File: src/common/pif_pkg.sv
package pif_pkg;

	// Register bus geometry
	localparam int PIF_ADDR_W = 12;
	localparam int PIF_DATA_W = 8;

	// Register offsets
	localparam logic [PIF_ADDR_W-1:0] PIF_FLAG0_OFS = 12'h70c;
	localparam logic [PIF_ADDR_W-1:0] PIF_CTEN_OFS = 12'h71e;
	localparam logic [PIF_ADDR_W-1:0] PIF_CTSTAT_OFS = 12'h71f;
	localparam logic [PIF_ADDR_W-1:0] PIF_FLGEN_OFS = 12'h716;
	localparam logic [PIF_ADDR_W-1:0] PIF_ICTL_OFS = 12'h00b;
	localparam logic [PIF_ADDR_W-1:0] PIF_PEND_OFS = 12'h717;

	// Capture-timer enable and status layout
	localparam int PIF_CT_W = 6;
	localparam int PIF_U2_PW_BIT = 5;
	localparam int PIF_U2_PR_BIT = 4;
	localparam int PIF_U2_OVF_BIT = 3;
	localparam int PIF_U1_PW_BIT = 2;
	localparam int PIF_U1_PR_BIT = 1;
	localparam int PIF_U1_OVF_BIT = 0;

	// Flag register layout
	localparam int PIF_TIMER_ZERO_COUNT_BIT = 5;
	localparam int PIF_IOC_BIT = 4;
	localparam int PIF_EXT_BIT = 0;

	// Sticky flag bank slots for the flag register
	localparam int PIF_FL_W = 2;
	localparam int PIF_FL_TIMER_ZERO_COUNT_IDX = 1;
	localparam int PIF_FL_EXT_IDX = 0;

	// Interrupt control layout
	localparam int PIF_GLOBAL_EN_BIT = 6;

	// Reset values
	localparam logic [PIF_CT_W-1:0] PIF_CTEN_RST = 6'h00;
	localparam logic [PIF_FL_W-1:0] PIF_FLAG_RST = 2'h0;
	localparam logic [PIF_DATA_W-1:0] PIF_FLGEN_RST = 8'h00;
	localparam logic PIF_GLOBAL_EN_RST = 1'b0;
	localparam logic [PIF_DATA_W-1:0] PIF_RDATA_RST = 8'h00;

	// Default count of per-pin change flags (five ports of eight)
	localparam int PIF_PIN_FLAGS_DEF = 40;

endpackage

File: src/rtl/pif_irq_flags.sv
// The address-and-strobe port was decided locally.
`timescale 1ns/1ps
`default_nettype none

// Functional notes
// - Enable bits 5,4,3 are unit 2 pulse-width, period, overflow; 1 enables.
// - Enable bits 2,1,0 are unit 1 pulse-width, period, overflow; 1 enables.
// - An overflow requests an interrupt only while its enable bit is one.
// - No capture-timer interrupt reaches the core without the global enable.
// - Timer-zero overflow sets flag bit 5; only a software zero clears it.
// - Flag bit 4 reads one while any per-pin change flag is set.
// - An external-pin event sets flag bit 0.
// - Flags set on their condition whatever the enables say.
// - Flag bit 0 reads zero until an external event since its clear.
module pif_irq_flags
	import pif_pkg::*;
#(
	parameter int N_PIN_FLAGS = pif_pkg::PIF_PIN_FLAGS_DEF
) (
	input wire logic clk_sys, // System clock, 50 MHz
	input wire logic rst_b, // Async reset, active low
	input wire logic [pif_pkg::PIF_ADDR_W-1:0] reg_addr, // Register address
	input wire logic [pif_pkg::PIF_DATA_W-1:0] reg_wdata, // Write data
	input wire logic reg_wr, // Write strobe
	input wire logic reg_rd, // Read strobe
	output logic [pif_pkg::PIF_DATA_W-1:0] reg_rdata_ff, // Read data
	input wire logic u1_pulse_width_evt, // Unit 1 pulse-width done
	input wire logic u1_period_evt, // Unit 1 period done
	input wire logic u1_overflow_evt, // Unit 1 counter overflow
	input wire logic u2_pulse_width_evt, // Unit 2 pulse-width done
	input wire logic u2_period_evt, // Unit 2 period done
	input wire logic u2_overflow_evt, // Unit 2 counter overflow
	input wire logic timer_zero_count_ovf, // Timer-zero overflow pulse
	input wire logic ext_pin_evt, // External-pin event pulse
	input wire logic [N_PIN_FLAGS-1:0] per_pin_change_flags, // Pin flags
	output logic irq_ff, // Interrupt request to core
	output logic [pif_pkg::PIF_CT_W-1:0] ct_irq_en_ff, // Enable bits
	output logic peripheral_global_irq_en_ff, // Global enable
	output logic timer_zero_overflow_flag_ff, // Flag bit 5
	output logic any_pin_change_flag_ff, // Flag bit 4, one cycle late
	output logic external_pin_irq_flag_ff // Flag bit 0
);

	import pif_pkg::*;

	generate
		if (N_PIN_FLAGS < 1) begin : g_bad_pins
			$error("N_PIN_FLAGS must be at least one");
		end
	endgenerate

	typedef struct packed {
		logic [PIF_CT_W-1:0] cten;
		logic [PIF_DATA_W-1:0] flgen;
		logic glob;
		logic [PIF_DATA_W-1:0] rdata;
		logic irq;
		logic any_pin;
	} pif_top_s;

	pif_top_s st_ff;
	pif_top_s nxt_st;

	// Bus decode
	logic wr_flag0;
	logic wr_cten;
	logic wr_ctstat;
	logic wr_flgen;
	logic wr_ictl;

	assign wr_flag0 = reg_wr && (reg_addr == PIF_FLAG0_OFS);
	assign wr_cten = reg_wr && (reg_addr == PIF_CTEN_OFS);
	assign wr_ctstat = reg_wr && (reg_addr == PIF_CTSTAT_OFS);
	assign wr_flgen = reg_wr && (reg_addr == PIF_FLGEN_OFS);
	assign wr_ictl = reg_wr && (reg_addr == PIF_ICTL_OFS);

	// Capture-timer event status, cleared by writing ones
	logic [PIF_CT_W-1:0] ct_set;
	logic [PIF_CT_W-1:0] ct_clr;
	logic [PIF_CT_W-1:0] ct_status;

	always_comb begin
		ct_set = '0;
		ct_set[PIF_U2_PW_BIT] = u2_pulse_width_evt;
		ct_set[PIF_U2_PR_BIT] = u2_period_evt;
		ct_set[PIF_U2_OVF_BIT] = u2_overflow_evt;
		ct_set[PIF_U1_PW_BIT] = u1_pulse_width_evt;
		ct_set[PIF_U1_PR_BIT] = u1_period_evt;
		ct_set[PIF_U1_OVF_BIT] = u1_overflow_evt;
	end

	assign ct_clr = wr_ctstat ? reg_wdata[PIF_CT_W-1:0] : '0;

	pif_sticky_bank #(
		.W(PIF_CT_W),
		.RST_VAL(PIF_CTEN_RST)
	) u_ct_bank (
		.clk_sys(clk_sys),
		.rst_b(rst_b),
		.set_i(ct_set),
		.clr_i(ct_clr),
		.q_ff(ct_status)
	);

	// Flag register: set by hardware, cleared by software writing zero
	logic [PIF_FL_W-1:0] fl_set;
	logic [PIF_FL_W-1:0] fl_clr;
	logic [PIF_FL_W-1:0] fl_q;

	always_comb begin
		fl_set = '0;
		fl_clr = '0;
		fl_set[PIF_FL_TIMER_ZERO_COUNT_IDX] = timer_zero_count_ovf;
		fl_set[PIF_FL_EXT_IDX] = ext_pin_evt;
		// Writing one leaves a flag alone; only a zero acknowledges
		fl_clr[PIF_FL_TIMER_ZERO_COUNT_IDX] = wr_flag0 && !reg_wdata[PIF_TIMER_ZERO_COUNT_BIT];
		fl_clr[PIF_FL_EXT_IDX] = wr_flag0 && !reg_wdata[PIF_EXT_BIT];
	end

	pif_sticky_bank #(
		.W(PIF_FL_W),
		.RST_VAL(PIF_FLAG_RST)
	) u_fl_bank (
		.clk_sys(clk_sys),
		.rst_b(rst_b),
		.set_i(fl_set),
		.clr_i(fl_clr),
		.q_ff(fl_q)
	);

	// Aggregate of the pin flags; the flag itself cannot be written
	logic ioc_live;

	pif_pin_change_or #(
		.N(N_PIN_FLAGS)
	) u_ioc_or (
		.pin_flags_i(per_pin_change_flags),
		.any_o(ioc_live)
	);

	// Views of the registers as software sees them
	logic [PIF_DATA_W-1:0] flag_view;
	logic [PIF_DATA_W-1:0] cten_view;
	logic [PIF_DATA_W-1:0] ctstat_view;
	logic [PIF_DATA_W-1:0] ictl_view;
	logic [PIF_CT_W-1:0] pend_ct;
	logic [PIF_DATA_W-1:0] pend_flag;
	logic [PIF_DATA_W-1:0] pend_view;

	always_comb begin
		flag_view = '0;
		flag_view[PIF_TIMER_ZERO_COUNT_BIT] = fl_q[PIF_FL_TIMER_ZERO_COUNT_IDX];
		flag_view[PIF_IOC_BIT] = ioc_live;
		flag_view[PIF_EXT_BIT] = fl_q[PIF_FL_EXT_IDX];
		cten_view = '0;
		cten_view[PIF_CT_W-1:0] = st_ff.cten;
		ctstat_view = '0;
		ctstat_view[PIF_CT_W-1:0] = ct_status;
		ictl_view = '0;
		ictl_view[PIF_GLOBAL_EN_BIT] = st_ff.glob;
	end

	// Capture sources are peripheral interrupts and need the global enable
	assign pend_ct = ct_status & st_ff.cten;
	assign pend_flag = flag_view & st_ff.flgen;

	always_comb begin
		pend_view = '0;
		pend_view[PIF_CT_W-1:0] = st_ff.glob ? pend_ct : '0;
		pend_view[PIF_DATA_W-1] = |pend_flag;
	end

	always_comb begin
		nxt_st = st_ff;
		if (wr_cten) begin
			// Top two bits have no storage
			nxt_st.cten = reg_wdata[PIF_CT_W-1:0];
		end
		if (wr_flgen) begin
			nxt_st.flgen = reg_wdata;
		end
		if (wr_ictl) begin
			nxt_st.glob = reg_wdata[PIF_GLOBAL_EN_BIT];
		end
		nxt_st.rdata = PIF_RDATA_RST;
		if (reg_rd) begin
			case (reg_addr)
				PIF_FLAG0_OFS: nxt_st.rdata = flag_view;
				PIF_CTEN_OFS: nxt_st.rdata = cten_view;
				PIF_CTSTAT_OFS: nxt_st.rdata = ctstat_view;
				PIF_FLGEN_OFS: nxt_st.rdata = st_ff.flgen;
				PIF_ICTL_OFS: nxt_st.rdata = ictl_view;
				PIF_PEND_OFS: nxt_st.rdata = pend_view;
				default: nxt_st.rdata = PIF_RDATA_RST;
			endcase
		end
		nxt_st.irq = (st_ff.glob && (pend_ct != '0)) || (pend_flag != '0);
		nxt_st.any_pin = ioc_live;
	end

	always_ff @(posedge clk_sys or negedge rst_b) begin
		if (!rst_b) begin
			st_ff <= '{cten: PIF_CTEN_RST, flgen: PIF_FLGEN_RST,
				glob: PIF_GLOBAL_EN_RST, rdata: PIF_RDATA_RST,
				irq: 1'b0, any_pin: 1'b0};
		end else begin
			st_ff <= nxt_st;
		end
	end

	assign reg_rdata_ff = st_ff.rdata;
	assign irq_ff = st_ff.irq;
	assign ct_irq_en_ff = st_ff.cten;
	assign peripheral_global_irq_en_ff = st_ff.glob;
	assign timer_zero_overflow_flag_ff = fl_q[PIF_FL_TIMER_ZERO_COUNT_IDX];
	assign any_pin_change_flag_ff = st_ff.any_pin;
	assign external_pin_irq_flag_ff = fl_q[PIF_FL_EXT_IDX];
endmodule // pif_irq_flags

`default_nettype wire

File: src/rtl/pif_sticky_bank.sv
`timescale 1ns/1ps
`default_nettype none

module pif_sticky_bank #(
	parameter int W = 1,
	parameter logic [W-1:0] RST_VAL = '0
) (
	input wire logic clk_sys, // System clock
	input wire logic rst_b, // Async reset, active low
	input wire logic [W-1:0] set_i, // Event pulses, one per flag
	input wire logic [W-1:0] clr_i, // Clear requests, one per flag
	output logic [W-1:0] q_ff // Sticky flags
);

	typedef struct packed {
		logic [W-1:0] q;
	} pif_bank_s;

	pif_bank_s st_ff;
	pif_bank_s nxt_st;
	logic [W-1:0] nxt_bits;

	generate
		if (W < 1) begin : g_bad_w
			$error("pif_sticky_bank needs at least one flag");
		end
	endgenerate

	// Set wins so an event landing on a clear is never lost
	genvar gi;
	generate
		for (gi = 0; gi < W; gi++) begin : g_bit
			assign nxt_bits[gi] = set_i[gi] | (st_ff.q[gi] & ~clr_i[gi]);
		end
	endgenerate

	always_comb begin
		nxt_st = st_ff;
		nxt_st.q = nxt_bits;
	end

	always_ff @(posedge clk_sys or negedge rst_b) begin
		if (!rst_b) begin
			st_ff <= '{q: RST_VAL};
		end else begin
			st_ff <= nxt_st;
		end
	end

	assign q_ff = st_ff.q;
endmodule // pif_sticky_bank

`default_nettype wire

File: src/rtl/pif_pin_change_or.sv
`timescale 1ns/1ps
`default_nettype none

module pif_pin_change_or #(
	parameter int N = 40
) (
	input wire logic [N-1:0] pin_flags_i, // Per-pin change flags
	output logic any_o // High while any flag is set
);

	logic [N-1:0] chain;

	generate
		if (N < 1) begin : g_bad_n
			$error("pif_pin_change_or needs at least one flag");
		end
	endgenerate

	// Live OR, nothing stored; clearing is done at the pin flags
	genvar gi;
	generate
		for (gi = 0; gi < N; gi++) begin : g_or
			if (gi == 0) begin : g_first
				assign chain[gi] = pin_flags_i[gi];
			end else begin : g_rest
				assign chain[gi] = chain[gi-1] | pin_flags_i[gi];
			end
		end
	endgenerate

	assign any_o = chain[N-1];

endmodule // pif_pin_change_or

`default_nettype wire

File: config.mk
export PLATFORM = sky130hd
export DESIGN_NAME = pif_irq_flags
export DESIGN_NICKNAME = d
export VERILOG_FILES = /design/src/common/pif_pkg.sv /design/src/rtl/pif_irq_flags.sv /design/src/rtl/pif_sticky_bank.sv /design/src/rtl/pif_pin_change_or.sv
export SDC_FILE = /design/constraint.sdc
export NUM_CORES = 1
export LEC_CHECK = 0
export BUFFER_PORTS_ARGS = -buffer_cell sky130_fd_sc_hd__clkbuf_2
export CAP_MARGIN = 25
export CORE_ASPECT_RATIO = 1.2
export CORE_MARGIN = 10
export CORE_UTILIZATION = 49
export DETAILED_ROUTE_END_ITERATION = 6
export GPL_TIMING_DRIVEN = 0
export MAX_ROUTING_LAYER = met4
export PLACE_DENSITY = 0.85
export SLEW_MARGIN = 20
export SYNTH_ARGS = -nofsm -noshare
export SYNTH_HDL_FRONTEND = slang
export SYNTH_SLANG_ARGS = --single-unit
File: constraint.sdc
create_clock -name clk_sys -period 3.6 [get_ports clk_sys]
set_clock_uncertainty 0.2 [all_clocks]
set_input_delay 0.18 -clock clk_sys [delete_from_list [all_inputs] [get_ports clk_sys]]
set_output_delay 0.18 -clock clk_sys [all_outputs]
set_load 0.01 [all_outputs]
==> results of run 1 <==
## path summary, 6_finish.rpt
kind | startpoint | end | slack, ps
min | per_pin_change_flags[24] | any_pin_change_flag_ff | 70
max in group asynchronous | rst_b | st_ff[16] | 2390
min in group asynchronous | rst_b | reg_rdata_ff[6] | 310
max reg2reg | peripheral_global_irq_en_ff | reg_rdata_ff[0] | 2060
max | reg_addr[5] | u_ct_bank.q_ff[0] | 1140
min reg2reg | st_ff[18] | st_ff[18] | 320
## metal layers
metal  wire, um  global-route usage, %  part of all wire (%)
met1       2080                   19.3                    39
met2       3020                   31.3                    56
met3        199                   3.55                   3.7
met5          0                      -                     0
met4         68                   5.41                   1.3
## per-stage QoR
step / std cells / setup WS, ps
after CTS: 327 / 1150
after floorplan: 166 / 1550
after global placement: 293 / 1320
after global routing: 327 / 1000
after detailed placement: 293 / 1290
final: 327 / 1140
## worst max-delay path: cells and delay by family
family / cells / cell delay (ps)
simple gates: 4 / 1300
buf+inv: 3 / 780
compound gates: 1 / 170
## power groups by stage
stage | Clock (W) | Combinational [W] | Sequential (W)
2_1_floorplan | 0 | 0.0000185 | 0.000379
3_3_place_gp | 0 | 0.0000686 | 0.000379
3_5_place_dp | 0 | 0.0000705 | 0.000379
4_1_cts | 0.000308 | 0.0000861 | 0.000372
5_1_grt | 0.000325 | 0.0000950 | 0.000372
6_report | 0.000303 | 0.0000859 | 0.000373
## cells by family (layout without fill, tap and decap cells)
| kind of cell | Yosys count | count (layout) | share of synthesized area [%] |
|---|---|---|---|
| AOI/OAI and AO/OA | 30 | 30 | 11.8 |
| buffers and inverters | 22 | 144 | 8.15 |
| DFF | 33 | 33 | 46.0 |
| muxes | 18 | 18 | 14.0 |
| and+or+nand+nor | 63 | 63 | 20.1 |
## layout by cell type (no fill, tap or decap), drive strengths merged, types with 4 or more instances in the layout
cell type / n
a21o: 6
a21oi: 5
buf: 16
clkbuf: 98
dfrtp: 33
dlygate4sd3: 26
mux2: 15
nand2: 21
nor2: 10
nor4: 11
o21ai: 4
## sequential cells by signal, summed over array words and instances, names as in the netlist
name	count
ct_irq_en_ff	6
any_pin_change_flag_ff	1
u_fl_bank.q_ff	2
peripheral_global_irq_en_ff	1
st_ff	8
u_ct_bank.q_ff	6
reg_rdata_ff	8
irq_ff	1
## layout make-up
| type | instances | area share [%] |
|---|---|---|
| multi-input cells | 111 | 31.1 |
| flip-flops and latches | 33 | 31.2 |
| clock inverters | 1 | 0.189 |
| plain buffers | 19 | 5.11 |
| clock buffers | 7 | 3.64 |
| inverters | 3 | 0.426 |
| well taps | 39 | 1.84 |
| repair buffers | 114 | 26.5 |
==> metrics, run 1 <==
Ys Warns 0; status complete, no violations; wire length per cell approximately 16 um; Core Box Area between 0.003 and 0.004 mm2; CP Capture Type flip-flop; fmax roughly 0.41 GHz; worst-margin pin slew 789 ps; Post-synth EDFFs 0; initial DRC count about 50; crit path time final ~2500 ps; final cycle utilization of the critical path 68.2%; Post-Syn Instances roughly 170; Combinational Power Share a little under an eighth; CP Launch Type input pin; CTS buffer count 5; Filler Cells Inserted around 250; switch share between 20% and 30%; WS Path Type input pin to flip-flop; GRT Overall Usage roughly 18%; Synth cell types 37; Layout area overhead 47.4%; Post-CTS Resized 0; utilization after layout approximately 74%; top cells by area, synth dfrtp_1 (46%), mux2_4 (12%), buf_4 (6.3%); RSZ-0062 raised after global routing no; Mapped Nets roughly 240; Pint a little under 0.0006 W; DRC viols 0; Clock transition at path regs about 60 ps; global-route wire length before repair between 8000 and 9000 um; Max-slew headroom roughly 47%; syn_area_per_cell 10.8 um2; Yosys reg bits 33; Reg power frac between 40% and 50%; area occupied by multi-input gates between 800 and 900 um2; htree depth 2; hold path depth 4; maxcap violations 0; vias ~1700; Tot Pwr around 0.00076 W; CTS Sinks 33; critical path required time around 3600 ps; TritonCTS clock tree built; cell with the most instances after synthesis dfrtp_1; Die Y ~86 um; logic depth of the worst register-to-register path 5; initial antenna violation count 0; Critical Path AT about 2400 ps; Die Wd between 70 and 80 um; Pleak 1.31 nW; total global routing overflow 0; CTS Buffer Depth 2; Setup violations, final 0; Clock Power Share between 30 and 40%; Synth top area share between 40% and 50%; most frequent cells after synthesis dfrtp_1 (33), nand2_1 (20), buf_4 (15), mux2_4 (14); Syn Std Cell Area 0.00180 mm2; WHS 67.9 ps; insertion delay to the later sink of the worst-skew pair 290 ps; final hold vios 0; worst path cell trace clkbuf_2, or4_4, nor4_4, and3_1, buf_4, nand2_1, a21o_1, dlygate4sd3_1; crit-path max FO 9; Post-DP Area between 0.002 and 0.0025 mm2; Final ANT Viol Nets 0; largest net degree at the start of global routing 34; layout cells sized above 1 45.8%; Final Cell Area between 0.002 and 0.003 mm2; Total Wirelength about 5400 um; Pre-antenna DRT Iters 4; Root Buffer Master clkbuf_8; Synth area leader dfrtp_1; IO Count approximately 90; # port buffers 88; PD cells between 200 and 300 mW/mm2; slowest stage delay, CP between 500 and 600 ps; vias per cell 5.20; FF+latch area 826 um2; Initial Util roughly half; DIE AREA 0.00650 mm2; CP max stage cell or4_4; Peak supply drop 0.000247 V; net switching power figure 0.000168 W; hold_buf cts 26; fin nets between 300 and 400; sequential area share after synthesis between 40% and 50%; vias in the first global route between 1500 and 2000; most common flop cell mapped by yosys dfrtp_1; Post-Route Setup TNS 0 ps; post-CTS setup buffer count 0; path category of the worst min-delay check input pin to flip-flop; n_diodes 0; Max Slew Vio Count 0; Detailed Place HPWL around 4000 um; share of flip-flops with an asynchronous set or reset 100%; Rows 24; placer congestion estimate 0.848
Power figures use the tool's default switching activity.
==> run 2: changes to the inputs <==
CORE_UTILIZATION = 45   (was 49)
PLACE_DENSITY = 0.79   (was 0.85)
clock period = 2.4 ns   (was 3.6 ns; I/O delays follow)
==> run 2 against run 1 <==
Net effect:
- worst setup slack got worse by 1000 ps
- combinational power is 49% higher
- critical path depth unchanged
- largest cell class unchanged
- sequential cell count did not move
- first-iteration DRC count down 27%
- utilization shrank 5.9 points
- sequential share of layout area decreased by 0.23 points
- critical path type unchanged
- sequential power increased by 50%
- routed wire length shrank 0.84%
- critical endpoint is now u_ct_bank.q_ff[3]
- die area is 6.6% higher
- cell count grew 5.5%
==> metrics, run 2 (synthesis results as in run 1) <==
status complete, no violations; vias per cell 5.01 (-3.7%); path category of the worst min-delay check input pin to flip-flop; initial DRC count 36 (-27%); Die Wd 77.7 um (+3.2%); PD cells 406 mW/mm2 (+41%); insertion delay to the later sink of the worst-skew pair 290 ps (about the same); grt met3 use 5.33% (+1.8 points); grt met2 use 27.2% (-4.2 points); Peak supply drop 0.000312 V (+26%); initial antenna violation count 0 (unchanged); most frequent cells in the layout clkbuf_2 (88), dfrtp_1 (33), dlygate4sd3_1 (26), nand2_1 (20), buf_4 (18); placer congestion estimate 0.900 (+6.1%); worst-margin pin slew 789 ps (+0.338 ps); Final Cell Area 0.00267 mm2 (+0.76%); Clock transition at path regs 60 ps (about the same); fin nets 362 (+0.84%); IO Count 91 (unchanged); vias in the first global route 1801 (-1.5%); Max Slew Vio Count 0 (unchanged); WS Path Type input pin to flip-flop; RSZ-0062 raised after global routing no; largest net degree at the start of global routing 34 (unchanged); met1 Track Usage GR 15.3% (-4.0 points); maxcap violations 0 (unchanged); Detailed Place HPWL 4100 um (+0.61%); CP Capture Type flip-flop; Die Y 89.2 um (+3.3%); vias 1727 (+1.6%); Core Box Area 0.00391 mm2 (+9.4%); n_diodes 0 (unchanged); Layout area overhead 48.5%; total global routing overflow 0 (unchanged); Critical Path AT 2270 ps (-160 ps); flop2flop setup slack 920 ps (-1140 ps); Pleak 1.31 nW (+0.12%); CP Launch Type input pin; DIE AREA 0.00693 mm2 (+6.6%); htree depth 2 (unchanged); wire length per cell 15.4 um (-6.0%); Post-DP Area 0.00230 mm2 (+0.82%); layout cells sized above 1 45.4% (-0.47 points); Total Wirelength 5320 um (-0.84%); crit path time final ~2300 ps; GRT Overall Usage 15.8% (-2.0 points); final cycle utilization of the critical path between 90% and 100%; critical path required time 2370 ps (-1200 ps); DRC viols 0 (unchanged); # port buffers 88 (unchanged); Post-CTS Resized 0 (unchanged); Post-Route Setup TNS 0 ps (unchanged); Rows 25 (+4.2%); Initial Util 45.9% (-4.3 points); CTS buffer count 5 (unchanged); commonest non-fill, non-tap cell in the layout clkbuf_2; Root Buffer Master clkbuf_8; Setup violations, final 0 (unchanged); Filler Cells Inserted 306 (+25%); Pre-antenna DRT Iters 4 (unchanged); gr busiest metal met2; global-route wire length before repair 8540 um (-2.7%); crit-path max FO 6 (-3); CTS Sinks 33 (unchanged); fmax between 0.4 and 0.5 GHz; TritonCTS clock tree built; Max-slew headroom 47.4% (about the same); Final ANT Viol Nets 0 (unchanged); final hold vios 0 (unchanged); CTS Buffer Depth 2 (unchanged)
## run 2: final timing paths
kind	from	to	cells past startpoint
max	reg_addr[5]	u_ct_bank.q_ff[3]	8
min	reg_wr	peripheral_global_irq_en_ff	3
max reg2reg	peripheral_global_irq_en_ff	reg_rdata_ff[0]	5
min reg2reg	st_ff[12]	st_ff[12]	1
max in group asynchronous	rst_b	reg_rdata_ff[6]	2
min in group asynchronous	rst_b	u_ct_bank.q_ff[1]	2
## run 2: cell type report
type / instances / area (um2) / share of cell area (%)
Timing Repair Buffer: 117 / 723 / 27.1
Buffer: 19 / 135 / 5.07
Clock buffer: 8 / 80.1 / 3.00
Sequential cell: 33 / 826 / 31.0
Multi-Input combinational cell: 111 / 823 / 30.9
Inverter: 3 / 11.3 / 0.422
Tap cell: 54 / 67.6 / 2.53
## run 2: layer usage
metal  up-vias  part of all wire, %
met5         -                    0
met4         0                  2.1
met3         8                  9.2
met2        74                   49
met1       805                   39
li1        840                    -
## run 2: report_power, final
part / internal, W / switching, W / total (W)
sequential: 0.000558 / 0.00000124 / 0.000559
combinational: 0.0000738 / 0.0000543 / 0.000128
clock: 0.000206 / 0.000189 / 0.000394
## run 2: repair_timing
item,in CTS,in global routing
setup buffers,0,3
hold endpoints to repair,63,0
hold buffers,26,0
setup endpoints to repair,0,6
## run 2: through the flow
step           std cells  power (W)  utilization (%)  setup slack [ps]  hold WS [ps]
2_1_floorplan        166   0.000597                -               405          -376
3_3_place_gp         308   0.000673             58.9               188          22.8
3_5_place_dp         308   0.000675             58.9               168          44.5
4_1_cts              342    0.00109             67.6              42.0          11.9
5_1_grt              345    0.00112             68.2              18.0          55.1
6_report             345    0.00108             68.2               103          18.5
## run 2: critical path: stages
cell and delay, ps:
clkbuf_2 80, or4_4 550, nor4_4 370, and3_1 200
buf_4 150, nand2_1 60, a21o_1 180, dlygate4sd3_1 560
==> run 3: changes to the inputs <==
ABC_AREA = 1   (was default)
CELL_PAD_IN_SITES_DETAIL_PLACEMENT = 0   (was default)
CELL_PAD_IN_SITES_GLOBAL_PLACEMENT = 1   (was default)
CORE_UTILIZATION = 33   (was 45)
PLACE_DENSITY = 0.81   (was 0.79)
==> run 3 against run 2 <==
Net effect:
- final area up 7.8%
- critical path depth grew 1
- highest routed layer unchanged
- sequential share of layout area fell by 2.2 points
- synthesized cell count up 61%
- fmax is 30% higher
- sequential power barely moved
- clock-buffer cell count is 3 lower
==> metrics, run 3 <==
switch share 24.5% (+1.9 points); CP max stage cell dlygate4sd3_1; global-route wire length before repair 9520 um (+11%); Reg power frac 50.6% (-1.1 points); Synth cell types 25 (-32%); CP Capture Type flip-flop; htree depth 2 (unchanged); top cells by area, synth dfrtp_1 (41%), nand2_1 (14%), nor2_1 (8.9%); RSZ-0062 raised after global routing no; sequential area share after synthesis 40.8% (-5.2 points); worst path cell trace clkbuf_2, nand2_1, inv_1, nand4_2, nor2_1, nand2_1, o21ai_0, nand2_1, dlygate4sd3_1; worst-margin pin slew 812 ps (+22.9 ps); utilization after layout 47.8% (-20 points); most common flop cell mapped by yosys dfrtp_1; Post-DP Area 0.00258 mm2 (+12%); Max-slew headroom 45.9% (-1.5 points); maxcap violations 0 (unchanged); critical path required time 2370 ps (about the same); Critical Path AT 1740 ps (-530 ps); crit path time final 1770 ps (-526 ps); Ys Warns 0 (unchanged); Die Wd 91.5 um (+18%); PD cells 384 mW/mm2 (-5.2%); GRT Overall Usage 12.2% (-3.5 points); syn_area_per_cell 7.58 um2 (-30%); fmax 0.565 GHz (+30%); cell with the most instances after synthesis nand2_1; final cycle utilization of the critical path 73.8% (-22 points); vias in the first global route 2029 (+13%); vias per cell 4.22 (-16%); Mapped Nets 339 (+42%); worst setup margin 630 ps (+526 ps); CTS buffer count 5 (unchanged); insertion delay to the later sink of the worst-skew pair 280 ps (about the same); wire length per cell 12.0 um (-22%); layout cells sized above 1 38.3% (-7.0 points); post-CTS setup buffer count 0 (unchanged); Pint 0.000834 W (-0.38%); placer congestion estimate 0.832 (-7.5%); Root Buffer Master clkbuf_8; most frequent cells after synthesis nand2_1 (75), nor2_1 (48), dfrtp_1 (33), inv_1 (29), buf_4 (14); path category of the worst min-delay check input pin to flip-flop; CTS Buffer Depth 2 (unchanged); Clock transition at path regs 70 ps (about the same); dpl ws 655 ps (+487 ps); share of flip-flops with an asynchronous set or reset 100% (unchanged); TritonCTS clock tree built; crit-path max FO 5 (-1); net switching power figure 0.000271 W (+11%); most frequent cells in the layout clkbuf_2 (90), nand2_1 (75), nor2_1 (48), dfrtp_1 (33), inv_1 (29); CTS Sinks 33 (unchanged); Layout area overhead 42.0%; commonest non-fill, non-tap cell in the layout clkbuf_2; Clock Power Share 36.4% (about the same); Post-Route Setup TNS 0 ps (unchanged); Initial Util 33.7% (-12 points); CP Launch Type input pin; Filler Cells Inserted 631 (+110%); Total Wirelength 5620 um (+5.5%); total global routing overflow 0 (unchanged); Post-Syn Instances 267 (+61%); CP bufs+invs 3 (unchanged); # port buffers 90 (+2.3%); status complete, no violations; CP delay by family, top buffers and inverters; Syn Std Cell Area 0.00202 mm2 (+13%); Peak supply drop 0.000422 V (+35%); Rows 31 (+24%); vias 1976 (+14%); Yosys reg bits 33 (unchanged); slowest stage delay, CP 550 ps (about the same); Setup violations, final 0 (unchanged); Max Slew Vio Count 0 (unchanged); logic depth of the worst register-to-register path 3 (-2); Core Box Area 0.00601 mm2 (+54%); initial DRC count 67 (+86%); DRC viols 0 (unchanged); Final Cell Area 0.00287 mm2 (+7.8%); Post-CTS Resized 0 (unchanged); Post-synth EDFFs 0 (unchanged); Critical Path Most Common Cell nand2_1; WS Path Type input pin to flip-flop; initial antenna violation count 0 (unchanged); Pleak 1.53 nW (+17%); Detailed Place HPWL 4620 um (+13%); hold_buf cts 21 (-19%); Synth area leader dfrtp_1; fin nets 457 (+26%); Die Y 106 um (+19%); Critical Path Stages 9 (+1); hold path depth 6 (+3); final hold vios 0 (unchanged); IO Count 91 (unchanged); largest net degree at the start of global routing 34 (unchanged); n_diodes 0 (unchanged); Synth top area share 40.8% (-5.2 points); Final ANT Viol Nets 0 (unchanged); Pre-antenna DRT Iters 4 (unchanged); DIE AREA 0.00968 mm2 (+40%); Combinational Power Share 13.0% (+1.1 points)
## run 3: cell count changes after synthesis, sizes merged, moves of 6 or more
| cell | change |
|---|---|
| nand2 | +59 |
| nor2 | +45 |
| inv | +28 |
| o21ai | +17 |
| mux2 | -13 |
| nor4 | -11 |
| nand3 | +10 |
| a21o | -6 |
## run 3: through the flow
stage,std cells,hold WS [ps],power [W]
floorplan,267,-376,0.000608
CTS,468,60.5,0.00112
global route,468,101,0.00116
detailed placement,439,57.7,0.000691
finish,468,51.2,0.00110
global placement,439,45.2,0.000689
## run 3: final cells by class
class                      instances  area (um2)  area share, %
multi-input combinational        187         955           33.2
sequential                        33         826           28.7
timing repair buffer             111         661           23.0
buffer                            16         128           4.44
inverter                          31         116           4.05
tap                               82         103           3.57
clock buffer                       5        68.8           2.39
clock inverter                     3        17.5          0.609
## run 3: worst paths after layout
kind                                          startpoint                endpoint  slack [ps]
worst min-delay path            per_pin_change_flags[30]  any_pin_change_flag_ff          50
max in group asynchronous                          rst_b       u_fl_bank.q_ff[0]        1220
worst min register to register                 st_ff[12]               st_ff[12]         290
worst max register to register         u_fl_bank.q_ff[0]       u_fl_bank.q_ff[0]         980
min in group asynchronous                          rst_b       u_ct_bank.q_ff[1]         270
worst max-delay path                        reg_addr[10]       u_fl_bank.q_ff[0]         630
## run 3: logic make-up (layout without fill, tap and decap cells)
logic type / count (synthesis) / after routing / share of synthesized area, %
AOI/OAI and AO/OA: 32 / 32 / 11.1
buffers and inverters: 47 / 166 / 12.1
DFF: 33 / 33 / 40.8
muxes: 2 / 2 / 1.48
and+or+nand+nor: 153 / 153 / 34.6
## run 3: worst reg2reg max path, cell delays in order (launching register included)
cell           delay [ps]
dfrtp_1               410
o21ai_0                90
nand2_1                60
dlygate4sd3_1         550
## run 3: power by group through the flow
stage	logic [W]	registers, W	clock network [W]
global route	0.000163	0.000559	0.000439
global placement	0.000119	0.000570	0
finish	0.000143	0.000559	0.000402
floorplan	0.0000385	0.000570	0
detailed placement	0.000121	0.000570	0
CTS	0.000146	0.000559	0.000420
## run 3: metal layers
layer  GRT usage [%]  wire [um]  part of all wire [%]
met5               -          0                     0
met1            13.3       2470                    44
met3            3.62        380                   6.8
met4            4.04         69                   1.2
met2            20.9       2700                    48
